**src/port_defs_driver.sv**
```systemverilog
// shared constants and structs, plus the per-bit pin drive stage
// assumes one clock domain; pin wire levels are resolved by the bench
`timescale 1ns/1ps

package port_defs_type_pkg;

   // ****************************************
   // register offsets (byte addresses)
   // ****************************************
   localparam logic [7:0] OFS_INDEX  = 8'h00;
   localparam logic [7:0] OFS_ACC    = 8'h04;
   localparam logic [7:0] OFS_CMD    = 8'h08;
   localparam logic [7:0] OFS_STATUS = 8'h0c;
   localparam logic [7:0] OFS_PINS   = 8'h10;

   // ****************************************
   // operation codes in the command register
   // ****************************************
   localparam logic [1:0] OP_READ  = 2'h0;
   localparam logic [1:0] OP_WRITE = 2'h1;
   localparam logic [1:0] OP_SET   = 2'h2;
   localparam logic [1:0] OP_CLEAR = 2'h3;

   // ****************************************
   // default index codes for whole-port and bit operations
   // ****************************************
   localparam logic [3:0] DEF_SEL_IN    = 4'h0;
   localparam logic [3:0] DEF_SEL_CLK   = 4'h1;
   localparam logic [3:0] DEF_SEL_SHIFT = 4'h2;
   localparam logic [3:0] DEF_SEL_OUT   = 4'h8;
   localparam logic [3:0] DEF_SEL_PA    = 4'ha;
   localparam logic [3:0] DEF_SEL_PB    = 4'hb;
   localparam logic [1:0] DEF_BIT_OUT   = 2'h0;
   localparam logic [1:0] DEF_BIT_PA    = 2'h2;
   localparam logic [1:0] DEF_BIT_PB    = 2'h3;

   // ****************************************
   // field positions and reset values
   // ****************************************
   localparam int         CM_LO_BIT     = 1;
   localparam int         SM_LO_BIT     = 1;
   localparam int         SM_EDGE_BIT   = 3;
   localparam int         STAT_EDGE_BIT = 0;
   localparam int         OUT_IMPL_BITS = 3;
   localparam logic [1:0] CM_PIN_COUNT  = 2'h1;
   localparam logic [3:0] LATCH_RESET   = 4'h0;
   localparam logic [1:0] CM_RESET      = 2'h0;
   localparam logic [2:0] SM_RESET      = 3'h0;

   // ****************************************
   // drive styles
   // ****************************************
   localparam logic [1:0] STYLE_OD    = 2'h0;
   localparam logic [1:0] STYLE_PP    = 2'h1;
   localparam logic [1:0] STYLE_OD_PU = 2'h2;

   typedef struct packed {
      logic       cyc;
      logic       stb;
      logic       we;
      logic [7:0] adr;
      logic [3:0] sel;
      logic [31:0] dat;
   } wb_req_type;

   typedef struct packed {
      logic [3:0] pin_in;
   } in_port_type;

   typedef struct packed {
      logic [3:0] pin_out;
      logic [3:0] pin_oe;
      logic [3:0] pull_up_en;
   } drive_type;

endpackage

module pin_drive
#(
   parameter int         WIDTH = 4,
   parameter logic [7:0] STYLE = 8'h55
)
(
   input  wire logic [WIDTH-1:0] latch,
   input  wire logic             driven,
   output logic      [WIDTH-1:0] pin_out,
   output logic      [WIDTH-1:0] pin_oe,
   output logic      [WIDTH-1:0] pull_up_en
);

   genvar i;
   generate
      for (i = 0; i < WIDTH; i++)
      begin : g_bit
         if (STYLE[2*i +: 2] == port_defs_type_pkg::STYLE_PP)
         begin : g_pp
            // drives high and low once the port has been written
            assign pin_out[i]    = latch[i];
            assign pin_oe[i]     = driven;
            assign pull_up_en[i] = 1'b0;
         end
         else
         begin : g_od
            // a one in the latch releases the pull-down
            assign pin_out[i]    = 1'b0;
            assign pin_oe[i]     = driven & ~latch[i];
            assign pull_up_en[i] =
               (STYLE[2*i +: 2] == port_defs_type_pkg::STYLE_OD_PU);
         end
      end
   endgenerate

endmodule // pin_drive

```
**src/quasi_bidir_port_logic.sv**
```systemverilog
// port logic of a small 4-bit controller behind a classic wishbone slave
// assumes pins synchronous to clk; the bench resolves wire levels
//
// The address map and the Wishbone register port were decided locally.
`timescale 1ns/1ps

module quasi_bidir_port_logic
#(
   parameter logic [3:0] SEL_IN    = port_defs_type_pkg::DEF_SEL_IN,
   parameter logic [3:0] SEL_CLK   = port_defs_type_pkg::DEF_SEL_CLK,
   parameter logic [3:0] SEL_SHIFT = port_defs_type_pkg::DEF_SEL_SHIFT,
   parameter logic [3:0] SEL_OUT   = port_defs_type_pkg::DEF_SEL_OUT,
   parameter logic [3:0] SEL_PA    = port_defs_type_pkg::DEF_SEL_PA,
   parameter logic [3:0] SEL_PB    = port_defs_type_pkg::DEF_SEL_PB,
   parameter logic [1:0] BIT_OUT   = port_defs_type_pkg::DEF_BIT_OUT,
   parameter logic [1:0] BIT_PA    = port_defs_type_pkg::DEF_BIT_PA,
   parameter logic [1:0] BIT_PB    = port_defs_type_pkg::DEF_BIT_PB,
   parameter logic [5:0] OUT_STYLE = 6'h15,
   parameter logic [1:0] PA_STYLE  = port_defs_type_pkg::STYLE_OD_PU,
   parameter logic [1:0] PB_STYLE  = port_defs_type_pkg::STYLE_PP
)
(
   input  wire logic                           clk,
   input  wire logic                           rst,
   input  wire port_defs_type_pkg::wb_req_type wb_req,
   output logic      [31:0]                    dat_o,
   output logic                                ack_o,
   input  wire port_defs_type_pkg::in_port_type in_port,
   output logic      [2:0]                     out_port_pins_out,
   output logic      [2:0]                     out_port_pins_oe,
   input  wire logic [3:0]                     bidir_port_a_pins_in,
   output logic      [3:0]                     bidir_port_a_pins_out,
   output logic      [3:0]                     bidir_port_a_pins_oe,
   output logic      [3:0]                     bidir_port_a_pull_up,
   input  wire logic [3:0]                     bidir_port_b_pins_in,
   output logic      [3:0]                     bidir_port_b_pins_out,
   output logic      [3:0]                     bidir_port_b_pins_oe,
   output logic      [3:0]                     bidir_port_b_pull_up,
   output logic                                timer_count_clk,
   output logic                                count_src_sel_hi,
   output logic                                count_src_sel_lo,
   output logic                                edge_input_enable,
   output logic                                edge_test_input,
   output logic                                edge_request,
   output logic                                serial_func_sel_hi,
   output logic                                serial_func_sel_lo,
   output logic                                serial_clk_in,
   output logic                                serial_data_in
);

   // ****************************************
   // state
   // ****************************************
   typedef enum logic [1:0]
   {
      BUS_IDLE = 2'b01,
      BUS_ACK  = 2'b10
   } bus_state_type;

   typedef struct packed {
      bus_state_type bus;
      logic [31:0]   dat;
      logic [3:0]    idx;
      logic [3:0]    acc;
      logic [1:0]    cm;
      logic [2:0]    sm;
      logic [3:0]    out_latch;
      logic          out_driven;
      logic [3:0]    pa_latch;
      logic          pa_driven;
      logic [3:0]    pb_latch;
      logic          pb_driven;
      logic          pin0_prev;
      logic          edge_flag;
   } state_type;

   state_type s_reg;
   state_type s_next;

   logic       req;
   logic       commit;
   logic       cmd_go;
   logic [1:0] op;
   logic [3:0] pins;
   logic [3:0] bit_mask;
   logic       pin0_rise;
   logic [3:0] out_unused_out;
   logic [3:0] out_unused_oe;
   // output port has no pull-up, so its enable is left open

   assign pins      = in_port.pin_in;
   assign req       = wb_req.cyc & wb_req.stb;
   assign commit    = (s_reg.bus == BUS_ACK) & req & wb_req.we
                      & wb_req.sel[0];
   assign cmd_go    = commit & (wb_req.adr == port_defs_type_pkg::OFS_CMD);
   assign op        = wb_req.dat[1:0];
   assign bit_mask  = 4'h1 << s_reg.idx[1:0];
   assign pin0_rise = pins[0] & ~s_reg.pin0_prev;

   // ****************************************
   // next state
   // ****************************************
   always_comb
   begin
      s_next           = s_reg;
      s_next.pin0_prev = pins[0];
      // set beats a clear that lands in the same cycle
      if (commit && wb_req.adr == port_defs_type_pkg::OFS_STATUS
          && wb_req.dat[port_defs_type_pkg::STAT_EDGE_BIT])
         s_next.edge_flag = 1'b0;
      if (s_reg.sm[port_defs_type_pkg::SM_EDGE_BIT - 1] && pin0_rise)
         s_next.edge_flag = 1'b1;

      case (s_reg.bus)
         BUS_IDLE:
         begin
            if (req)
            begin
               s_next.bus = BUS_ACK;
               case (wb_req.adr)
                  port_defs_type_pkg::OFS_INDEX:
                     s_next.dat = {28'h0000000, s_reg.idx};
                  port_defs_type_pkg::OFS_ACC:
                     s_next.dat = {28'h0000000, s_reg.acc};
                  port_defs_type_pkg::OFS_STATUS:
                     s_next.dat = {31'h00000000, s_reg.edge_flag};
                  port_defs_type_pkg::OFS_PINS:
                     s_next.dat = {20'h00000, bidir_port_b_pins_in,
                                   bidir_port_a_pins_in, pins};
                  default:
                     s_next.dat = 32'h00000000;
               endcase
            end
         end
         BUS_ACK:
         begin
            // the write lands on the edge where the master sees ack
            s_next.bus = BUS_IDLE;
            if (commit && wb_req.adr == port_defs_type_pkg::OFS_INDEX)
               s_next.idx = wb_req.dat[3:0];
            if (commit && wb_req.adr == port_defs_type_pkg::OFS_ACC)
               s_next.acc = wb_req.dat[3:0];
            if (cmd_go)
            begin
               case (op)
                  port_defs_type_pkg::OP_READ:
                  begin
                     // latches untouched on any read
                     if (s_reg.idx == SEL_IN)
                        s_next.acc = pins;
                     else if (s_reg.idx == SEL_PA)
                        s_next.acc = bidir_port_a_pins_in;
                     else if (s_reg.idx == SEL_PB)
                        s_next.acc = bidir_port_b_pins_in;
                     else if (s_reg.idx == SEL_OUT)
                        s_next.acc = s_reg.out_latch;
                     else
                        s_next.acc = 4'h0;
                  end
                  port_defs_type_pkg::OP_WRITE:
                  begin
                     if (s_reg.idx == SEL_OUT)
                     begin
                        s_next.out_latch  = s_reg.acc;
                        s_next.out_driven = 1'b1;
                     end
                     else if (s_reg.idx == SEL_PA)
                     begin
                        s_next.pa_latch  = s_reg.acc;
                        s_next.pa_driven = 1'b1;
                     end
                     else if (s_reg.idx == SEL_PB)
                     begin
                        s_next.pb_latch  = s_reg.acc;
                        s_next.pb_driven = 1'b1;
                     end
                     else if (s_reg.idx == SEL_CLK)
                        s_next.cm = s_reg.acc[2:1];
                     else if (s_reg.idx == SEL_SHIFT)
                        s_next.sm = s_reg.acc[3:1];
                  end
                  port_defs_type_pkg::OP_SET,
                  port_defs_type_pkg::OP_CLEAR:
                  begin
                     // only the addressed bit moves
                     if (s_reg.idx[3:2] == BIT_OUT
                         && s_reg.idx[1:0] < 2'(port_defs_type_pkg::OUT_IMPL_BITS))
                     begin
                        s_next.out_latch  = (op == port_defs_type_pkg::OP_SET)
                           ? (s_reg.out_latch | bit_mask)
                           : (s_reg.out_latch & ~bit_mask);
                        s_next.out_driven = 1'b1;
                     end
                     else if (s_reg.idx[3:2] == BIT_PA)
                     begin
                        s_next.pa_latch  = (op == port_defs_type_pkg::OP_SET)
                           ? (s_reg.pa_latch | bit_mask)
                           : (s_reg.pa_latch & ~bit_mask);
                        s_next.pa_driven = 1'b1;
                     end
                     else if (s_reg.idx[3:2] == BIT_PB)
                     begin
                        s_next.pb_latch  = (op == port_defs_type_pkg::OP_SET)
                           ? (s_reg.pb_latch | bit_mask)
                           : (s_reg.pb_latch & ~bit_mask);
                        s_next.pb_driven = 1'b1;
                     end
                  end
                  default:
                     s_next.acc = s_reg.acc;
               endcase
            end
         end
         default:
            s_next.bus = BUS_IDLE;
      endcase
   end

   // ****************************************
   // registers
   // ****************************************
   always_ff @(posedge clk)
   begin
      if (rst)
      begin
         // latches clear to zero and drivers return to released state
         s_reg.bus        <= BUS_IDLE;
         s_reg.dat        <= 32'h00000000;
         s_reg.idx        <= 4'h0;
         s_reg.acc        <= 4'h0;
         s_reg.cm         <= port_defs_type_pkg::CM_RESET;
         s_reg.sm         <= port_defs_type_pkg::SM_RESET;
         s_reg.out_latch  <= port_defs_type_pkg::LATCH_RESET;
         s_reg.out_driven <= 1'b0;
         s_reg.pa_latch   <= port_defs_type_pkg::LATCH_RESET;
         s_reg.pa_driven  <= 1'b0;
         s_reg.pb_latch   <= port_defs_type_pkg::LATCH_RESET;
         s_reg.pb_driven  <= 1'b0;
         s_reg.pin0_prev  <= 1'b0;
         s_reg.edge_flag  <= 1'b0;
      end
      else
         s_reg <= s_next;
   end

   // ****************************************
   // pin drive and outputs
   // ****************************************
   pin_drive
   #(
      .WIDTH (4),
      .STYLE ({2'h0, OUT_STYLE})
   )
   u_out_drive
   (
      .latch      (s_reg.out_latch),
      .driven     (s_reg.out_driven),
      .pin_out    (out_unused_out),
      .pin_oe     (out_unused_oe),
      .pull_up_en ()
   );

   // bit 3 of the output latch has no pin
   assign out_port_pins_out = out_unused_out[2:0];
   assign out_port_pins_oe  = out_unused_oe[2:0];

   pin_drive
   #(
      .WIDTH (4),
      .STYLE ({4{PA_STYLE}})
   )
   u_pa_drive
   (
      .latch      (s_reg.pa_latch),
      .driven     (s_reg.pa_driven),
      .pin_out    (bidir_port_a_pins_out),
      .pin_oe     (bidir_port_a_pins_oe),
      .pull_up_en (bidir_port_a_pull_up)
   );

   pin_drive
   #(
      .WIDTH (4),
      .STYLE ({4{PB_STYLE}})
   )
   u_pb_drive
   (
      .latch      (s_reg.pb_latch),
      .driven     (s_reg.pb_driven),
      .pin_out    (bidir_port_b_pins_out),
      .pin_oe     (bidir_port_b_pins_oe),
      .pull_up_en (bidir_port_b_pull_up)
   );

   assign dat_o              = s_reg.dat;
   assign ack_o              = (s_reg.bus == BUS_ACK);
   assign count_src_sel_hi   = s_reg.cm[1];
   assign count_src_sel_lo   = s_reg.cm[0];
   assign timer_count_clk    =
      (s_reg.cm == port_defs_type_pkg::CM_PIN_COUNT) & pins[0];
   assign edge_input_enable  = s_reg.sm[2];
   assign edge_test_input    = s_reg.sm[2] & pins[0];
   assign edge_request       = s_reg.edge_flag;
   assign serial_func_sel_hi = s_reg.sm[1];
   assign serial_func_sel_lo = s_reg.sm[0];
   assign serial_clk_in      = pins[1];
   assign serial_data_in     = pins[3];
endmodule // quasi_bidir_port_logic

```
**config.mk**
```make
export PLATFORM = sky130hd
export DESIGN_NAME = quasi_bidir_port_logic
export DESIGN_NICKNAME = d
export VERILOG_FILES = /design/src/port_defs_driver.sv /design/src/quasi_bidir_port_logic.sv
export SDC_FILE = /design/constraint.sdc
export NUM_CORES = 1
export LEC_CHECK = 0
export BUFFER_PORTS_ARGS = -buffer_cell sky130_fd_sc_hd__buf_2
export CORE_MARGIN = 4
export CORE_UTILIZATION = 50
export DETAILED_ROUTE_END_ITERATION = 6
export GPL_TIMING_DRIVEN = 0
export PLACE_DENSITY_LB_ADDON = 0.1
export SLEW_MARGIN = 0
export SYNTH_ARGS = -nofsm -noshare
export SYNTH_HDL_FRONTEND = slang
export SYNTH_SLANG_ARGS = --single-unit
export TNS_END_PERCENT = 30
```
**constraint.sdc**
```tcl
create_clock -name clk -period 4.42 [get_ports clk]
set_input_delay 0.221 -clock clk [delete_from_list [all_inputs] [get_ports clk]]
set_output_delay 0.221 -clock clk [all_outputs]
set_load 0.05 [all_outputs]
```
== Word-level counts from Yosys, hierarchy flattened ==
Cells that the tools add are included.
Word-level totals
  bits of input ports: 61
  logic and storage cells: 124
  output and inout port bits: 73
  register bits: 64
Cells by class
  eq/ne operators: 27
  shift-type cells: 1
  order comparisons: 1
  bitwise operators: 29
  reductions and logical operators: 21
  muxes and demuxes: 31
Operator list (number)
  5-bit 2-to-1 mux: 12
  12-bit one-hot mux with 4 select lines: 1
  4-bit 2-to-1 mux: 9
  15-bit one-hot mux with 2 select lines: 1
  24-bit 2-to-1 mux: 1
  10-bit 2-to-1 mux: 2
  2-bit inequality test, second input constant: 10
  8-bit by 4-bit == test with 1-bit output, second input constant: 2
  7-bit AND reduction: 2
  1-bit bitwise AND: 12
  4-bit bitwise AND: 3
  4-bit == test, second input constant: 3
  4-bit bitwise OR: 3
  2-bit == test, second input constant: 5
  1-bit inverter: 10
  9-bit AND reduction: 1
  8-bit by 3-bit == test with 1-bit output, second input constant: 1
  8-bit by 5-bit == test with 1-bit output, second input constant: 1
  8-bit zero test: 1
  8-bit AND reduction: 1
  2-bit by 1-bit == test with 1-bit output, second input constant: 3
  1-bit logical AND: 6
  3-bit 2-to-1 mux: 2
  5-bit AND reduction: 1
  12 further kinds: 17

== Longest topological paths before layout ==
Gate-level depths: netlist of run 1.
  depth after elaboration: 9
  gate-level depth with buffers: 8
  mapped depth without buffers: 5

== By module ==
A second synthesis of run 1 with hierarchy kept.
Second synthesis, totals
  cell total of the unflattened synthesis: 332
  area, all modules: 2991.6 um^2
Modules (own cells, without submodules)
  quasi_bidir_port_logic: instances 1, area an instance 2695.1 um^2, sequential area each 880.8 um^2, cells an instance 292
  pin_drive at u_pa_drive: instances 1, area an instance 102.6 um^2, sequential area each 0.0 um^2, cells an instance 14
  pin_drive at u_out_drive: instances 1, area an instance 100.1 um^2, sequential area each 0.0 um^2, cells an instance 13
  pin_drive at u_pb_drive: instances 1, area an instance 93.8 um^2, sequential area each 0.0 um^2, cells an instance 13

== Worst setup path before layout of run 1 ==
Ideal clock, no wire load.
  path type: input-to-reg
  from: input wb_req[37] (netlist bit)
  to: register s_reg[29] (netlist bit)
  cell stages on the path: 7
  data arrival time: 2023 ps
  library setup time: 128 ps
  setup slack: 2270 ps
  data required time: 4292 ps
  path buffers: 2
  cell sequence: or4_4 -> or4_4 -> buf_6 -> or3_1 -> buf_6 -> mux2i_1 -> nor2_1
On the way
  word-level cells in the longest chain between the ends: 3
RTL lines
  start: declaration: RTL line quasi_bidir_port_logic.sv:25  | input wire port_defs_type_pkg::wb_req_type wb_req,
  8-bit zero test: RTL line quasi_bidir_port_logic.sv:139  | if (commit && wb_req.adr == port_defs_type_pkg::OFS_INDEX)
  1-bit logical AND: RTL line quasi_bidir_port_logic.sv:139
  2-bit AND reduction (no line)
  end signal: assignment: RTL line quasi_bidir_port_logic.sv:243  | s_reg <= s_next;
  end: declaration: RTL line quasi_bidir_port_logic.sv:77  | state_type s_reg;
Every way passes these cells.
A chain may end at the register's enable or synchronous reset.

==> results.py, run 1 <==
metrics = {
    "floorplanning": {
        "dieArea_um2": 6620,
        "initial_core_util": 0.520,
        "core_area_um2": 5170,
        "ios": 134,
        "rows": 26,
        "die_x_um": 81.4,
        "fp.dieH_um": 81.4,
    },
    "grt": {
        "grt_antenna_before_repair": 0,
        "gr-total-overflow": 0,
        "grt_usage": 0.209,
        "grt_util_met2": 0.341,
        "grt_first_pass_wirelength_um": 10600,
        "top_usage_layer": "met2",
        "use_met3": 0.0421,
        "grt_util_met1": 0.266,
        "grt_pass1_vias": 2280,
        "grt_max_degree": 16,
    },
    "pwr": {
        "sequentialPowerShare": 0.462,
        "peakVddDrop_mv": 0.152,
        "combPwrFrac": 0.169,
        "swShare": 0.293,
        "clock_power_share": 0.369,
        "power.density_nw_per_um2": 258,
        "p_total_mw": 0.862,
        "power_leakage_nw": 1.58,
        "p_int_mw": 0.610,
        "p_sw_mw": 0.252,
    },
    "final_layout": {
        "register_area_um2": 881,
        "antenna_cells": 0,
        "fillers": 464,
        "multi_input_area_um2": 1330,
        "stdcell_count": 490,
        "fin_area_um2": 3340,
        "syn_to_final_growth_pct": 24.0,
        "fin_nets": 480,
        "drive_gt1_frac": 0.371,
    },
    "clocking": {
        "cts_tree": "done",
        "clkSlewWorstSetupHoldPaths_ns": 0.09,
        "cts-root-buf": "clkbuf_8",
        "cts_max_path_buffers": 2,
        "htree_levels": 2,
        "cts-resized-gates": 0,
        "cts_num_sinks": 44,
        "numCtsBuffers": 5,
        "clk_latency_ns": 0.30,
        "hold_buffers": 0,
        "post_cts_buffers": 0,
    },
    "placed_design": {
        "postPlaceCellArea_um2": 3220,
        "gp_congestion": 0.911,
        "port_buffers": 66,
        "dp_hpwl_um": 5160,
        "placed_cells": 482,
    },
    "timing": {
        "fin_tns_setup_ns": 0,
        "maxSlewHeadroom": 0.417,
        "timing.fmax_ghz": 0.490,
        "slew_violations": 0,
        "rsz0062_at_grt": "no",
        "clock_skew_ns": 0.00677,
        "hold_violations": 0,
        "whs_ns": 0.166,
        "fin_crit_ns": 2.04,
        "finalSetupViolCount": 0,
        "period_share": 0.462,
        "worst_pin_slew_ns": 0.867,
    },
    "critical_path": {
        "cp-start-kind": "input port",
        "end_kind": "flop",
        "cp_max_fo": 8,
        "required_ns": 4.64,
        "criticalPathCategory": "in -> reg",
        "arrival_ns": 2.26,
        "rrSetupSlack_ns": 2.42,
    },
    "logic_synthesis": {
        "synth_seq_area_share": 0.327,
        "syn_area_per_cell_um2": 8.51,
        "synthCells": 316,
        "synth_edf_count": 0,
        "ys_types": 46,
        "yosysWarnings": 0,
        "ys_seq_elements": 44,
        "synth_ff_type": "dfxtp_1",
        "netlist_area_um2": 2690,
        "synth_async_sr_flop_share": 0,
    },
    "routing": {
        "drc": 0,
        "drt-initial-drc-count": 163,
        "postRouteAntennaNets": 0,
        "firstDrtPassIters": 4,
        "vias": 2416,
        "vias_per_cell": 4.93,
        "drt_wl_total_um": 6590,
        "wire_per_inst_um": 13.5,
    },
    "outcome": {
        "outcome": "finished clean",
    },
    "min_path": {
        "holdCritPathClass": "in -> reg",
    },
    "job": {
        "cap_violations": 0,
    },
}
## logic make-up after synthesis
| kind of cell | Yosys count | synth area share |
|---|---|---|
| multiplexers | 18 | 0.0674 |
| buffers and inverters | 83 | 0.220 |
| flip-flops | 44 | 0.327 |
| AND/OR/NAND/NOR | 100 | 0.208 |
| AO/OA/AOI/OAI | 69 | 0.174 |
| other | 2 | 0.00279 |
## per-layer routing
layer / vias up / wire [um]
li1: 1227 / -
met1: 1073 / 2900
met2: 104 / 3040
met3: 12 / 517
met4: 0 / 135
met5: - / 0
## metrics by stage
stage                      util  worst slack, ns
after floorplan               -             2.27
after global placement    0.623             2.09
after detailed placement  0.623             2.09
after CTS                 0.645             2.41
after global routing      0.645             2.26
final                     0.645             2.38
## layout make-up
cell class,instances,share of cell area
Multi-Input combinational cell,219,0.398
Sequential cell,44,0.264
Buffer,78,0.172
Timing Repair Buffer,66,0.0990
Tap cell,70,0.0263
Clock buffer,5,0.0206
Clock inverter,3,0.0139
Inverter,5,0.00563
## power groups by stage
stage	registers, mW	clock network [mW]	logic, mW
floorplan	0.407	0	0.117
global placement	0.407	0	0.143
detailed placement	0.407	0	0.144
CTS	0.398	0.324	0.144
global route	0.398	0.342	0.155
finish	0.398	0.318	0.146
## cell usage in the layout, fill, tap and decap left out, types with 5 or more instances in the layout
master     n
buf_2     66
buf_4     61
dfxtp_1   44
nor2_1    32
conb_1    32
nand2_1   19
mux2i_1   17
a22oi_1   15
nor2b_1   12
a211oi_1  12
a21oi_1   11
clkbuf_1  10
o21ai_0   10
clkbuf_8   6
or2_2      5
buf_6      5
inv_1      5
nand2b_1   5
o22ai_1    5
## synth_stat cells, types with 2 or more instances
master | count | area share
buf_4 | 61 | 0.17
dfxtp_1 | 44 | 0.33
nor2_1 | 32 | 0.045
nand2_1 | 19 | 0.027
mux2i_1 | 17 | 0.063
a22oi_1 | 15 | 0.042
a211oi_1 | 12 | 0.033
nor2b_1 | 12 | 0.028
a21oi_1 | 11 | 0.020
clkbuf_1 | 10 | 0.014
o21ai_0 | 10 | 0.019
buf_6 | 5 | 0.021
inv_1 | 5 | 0.0070
nand2b_1 | 5 | 0.012
o22ai_1 | 5 | 0.012
or2_2 | 5 | 0.012
a2111oi_0 | 3 | 0.0098
a31oi_1 | 3 | 0.0070
and2_1 | 3 | 0.0070
nand3_1 | 3 | 0.0056
nor4_1 | 3 | 0.0070
a31o_2 | 2 | 0.0065
conb_1 | 2 | 0.0028
nand3b_1 | 2 | 0.0056
nand4b_1 | 2 | 0.0065
nor3_1 | 2 | 0.0037
o31ai_1 | 2 | 0.0056
or3_1 | 2 | 0.0047
or4_4 | 2 | 0.0084
## path summary, 6_finish.rpt
kind	from	cells after the start	end
worst max-delay path	wb_req[37]	6	flop
worst max register to register	s_reg[29]	7	flop
worst min register to register	s_reg[12]	2	s_reg[12]
worst min-delay path	bidir_port_a_pins_in[1]	3	dat_o[5]
## critical path: stages
cell      delay (ns)
buf_2           0.09
or4_4           0.53
or3_2           0.51
nor4b_4         0.53
a21oi_1         0.14
a211oi_1        0.23
Power figures use the tool's default switching activity.
==> run 2: changes to the inputs <==
Settings changed: CORE_UTILIZATION 50 to 46.
Clock period 4.42 ns to 2 ns, I/O delays scaled along.
==> results.py, run 2 (synthesis gave the netlist of run 1 again) <==
metrics = {
    "final_layout": {
        "register_area_um2": 881,
        "fin_area_um2": 3340,
        "multi_input_area_um2": 1350,
        "fillers": 546,
        "antenna_cells": 0,
        "drive_gt1_frac": 0.380,
        "fin_nets": 482,
        "layout_common_cells": "buf_2 (66), buf_4 (63), dfxtp_1 (44)",
        "final_common_cell": "buf_2",
        "syn_to_final_growth_pct": 24.1,
    },
    "routing": {
        "vias_per_cell": 4.80,
        "drt_wl_total_um": 6540,
        "drc": 0,
        "wire_per_inst_um": 13.3,
        "firstDrtPassIters": 4,
        "drt-initial-drc-count": 177,
        "vias": 2364,
        "postRouteAntennaNets": 0,
    },
    "critical_path": {
        "timing.rr.end": "s_reg[27]",
        "cp_max_fo": 8,
        "end_kind": "flop",
        "r2r-start": "s_reg[62]",
        "reg2reg_depth": 7,
        "rrSetupSlack_ns": 0.07,
        "criticalPathCategory": "reg -> reg",
        "arrival_ns": 2.10,
        "cp-start-kind": "flop",
        "required_ns": 2.16,
    },
    "timing": {
        "finalSetupViolCount": 0,
        "slew_violations": 0,
        "fin_crit_ns": 1.93,
        "period_share": 0.967,
        "rsz0062_at_grt": "yes",
        "timing.fmax_ghz": 0.517,
        "maxSlewHeadroom": 0.585,
        "hold_violations": 0,
        "worst_pin_slew_ns": 0.622,
        "clock_skew_ns": 0.00577,
    },
    "floorplanning": {
        "dieArea_um2": 7140,
        "die_x_um": 84.5,
        "fp.dieH_um": 84.5,
        "initial_core_util": 0.483,
        "core_area_um2": 5570,
        "ios": 134,
        "rows": 27,
    },
    "placed_design": {
        "gp_congestion": 0.881,
        "postPlaceCellArea_um2": 3220,
        "port_buffers": 66,
        "dp_hpwl_um": 5170,
    },
    "outcome": {
        "outcome": "finished clean",
    },
    "clocking": {
        "clkSlewWorstSetupHoldPaths_ns": 0.08,
        "cts_max_path_buffers": 2,
        "clk_latency_ns": 0.29,
        "htree_levels": 2,
        "numCtsBuffers": 5,
        "cts_tree": "done",
        "hold_buffers": 0,
        "cts_num_sinks": 44,
        "cts-root-buf": "clkbuf_8",
    },
    "pwr": {
        "p_total_mw": 1.73,
        "peakVddDrop_mv": 0.280,
        "power_leakage_nw": 1.59,
        "power.density_nw_per_um2": 517,
    },
    "grt": {
        "grt_util_met1": 0.247,
        "top_usage_layer": "met2",
        "use_met3": 0.0432,
        "grt_pass1_vias": 2151,
        "grt_antenna_before_repair": 0,
        "grt_max_degree": 13,
        "gr-total-overflow": 0,
        "grt_first_pass_wirelength_um": 10500,
        "grt_usage": 0.183,
        "grt_util_met2": 0.296,
    },
    "min_path": {
        "hold_depth": 3,
        "hp-start": "bidir_port_b_pins_in[3]",
        "holdCritPathClass": "in -> reg",
        "hold_path_end": "dat_o[11]",
    },
    "job": {
        "cap_violations": 0,
    },
}
-- run 2: per-stage QoR --
| stage | utilization | worst slack, ns | TNS (ns) | instances | hold WS [ns] |
|---|---|---|---|---|---|
| after global routing | 0.599 | -0.0549 | -0.264 | 493 | 0.0639 |
| after detailed placement | 0.578 | -0.234 | -4.76 | 484 | 0.359 |
| after CTS | 0.592 | 0.0290 | 0 | 491 | 0.0534 |
| after global placement | 0.578 | -0.212 | -4.21 | 484 | 0.358 |
| after floorplan | - | -0.0295 | -0.109 | 346 | 0.228 |
| final | 0.599 | 0.0658 | 0 | 493 | 0.0566 |
-- run 2: layer usage --
metal / wire length [um] / share of wire
met5: 0 / 0
met3: 514 / 0.079
met4: 91 / 0.014
met1: 3030 / 0.46
met2: 2900 / 0.44
-- run 2: critical path, cell delays in order, from the launching register on --
cell and delay [ns]:
dfxtp_1 0.32, nand4b_1 0.18, or4_4 0.49, buf_6 0.16
or3_1 0.32, buf_6 0.14, mux2i_1 0.14, nor2_1 0.05
-- run 2: worst max path at each step --
stage,start,endpoint,slack (ns),cells past startpoint
3_5_place_dp,wb_req[37],flop,-0.23,6
5_1_grt,s_reg[62],flop,-0.05,7
6_report,s_reg[62],s_reg[27],0.07,7
2_1_floorplan,wb_req[37],s_reg[29],-0.03,7
4_1_cts,s_reg[62],flop,0.03,6
3_3_place_gp,wb_req[37],flop,-0.21,6
-- run 2: repair_timing --
action	CTS	global route
gates resized for setup	0	7
endpoints found under the setup margin	0	29
setup buffers	0	2
-- run 2: final cells by class --
type                       count  share of cell area
buffer                        78               0.172
clock buffer                   6              0.0217
inverter                       5             0.00562
timing repair buffer          68               0.103
tap                           72              0.0270
clock inverter                 1             0.00150
sequential                    44               0.264
multi-input combinational    219               0.405
-- run 2: power by group --
part / switching (mW) / internal, mW / leakage (nW) / total, mW
combinational: 0.230 / 0.0933 / 1.20 / 0.323
clock: 0.285 / 0.238 / 0.0410 / 0.523
sequential: 0.00121 / 0.878 / 0.355 / 0.879
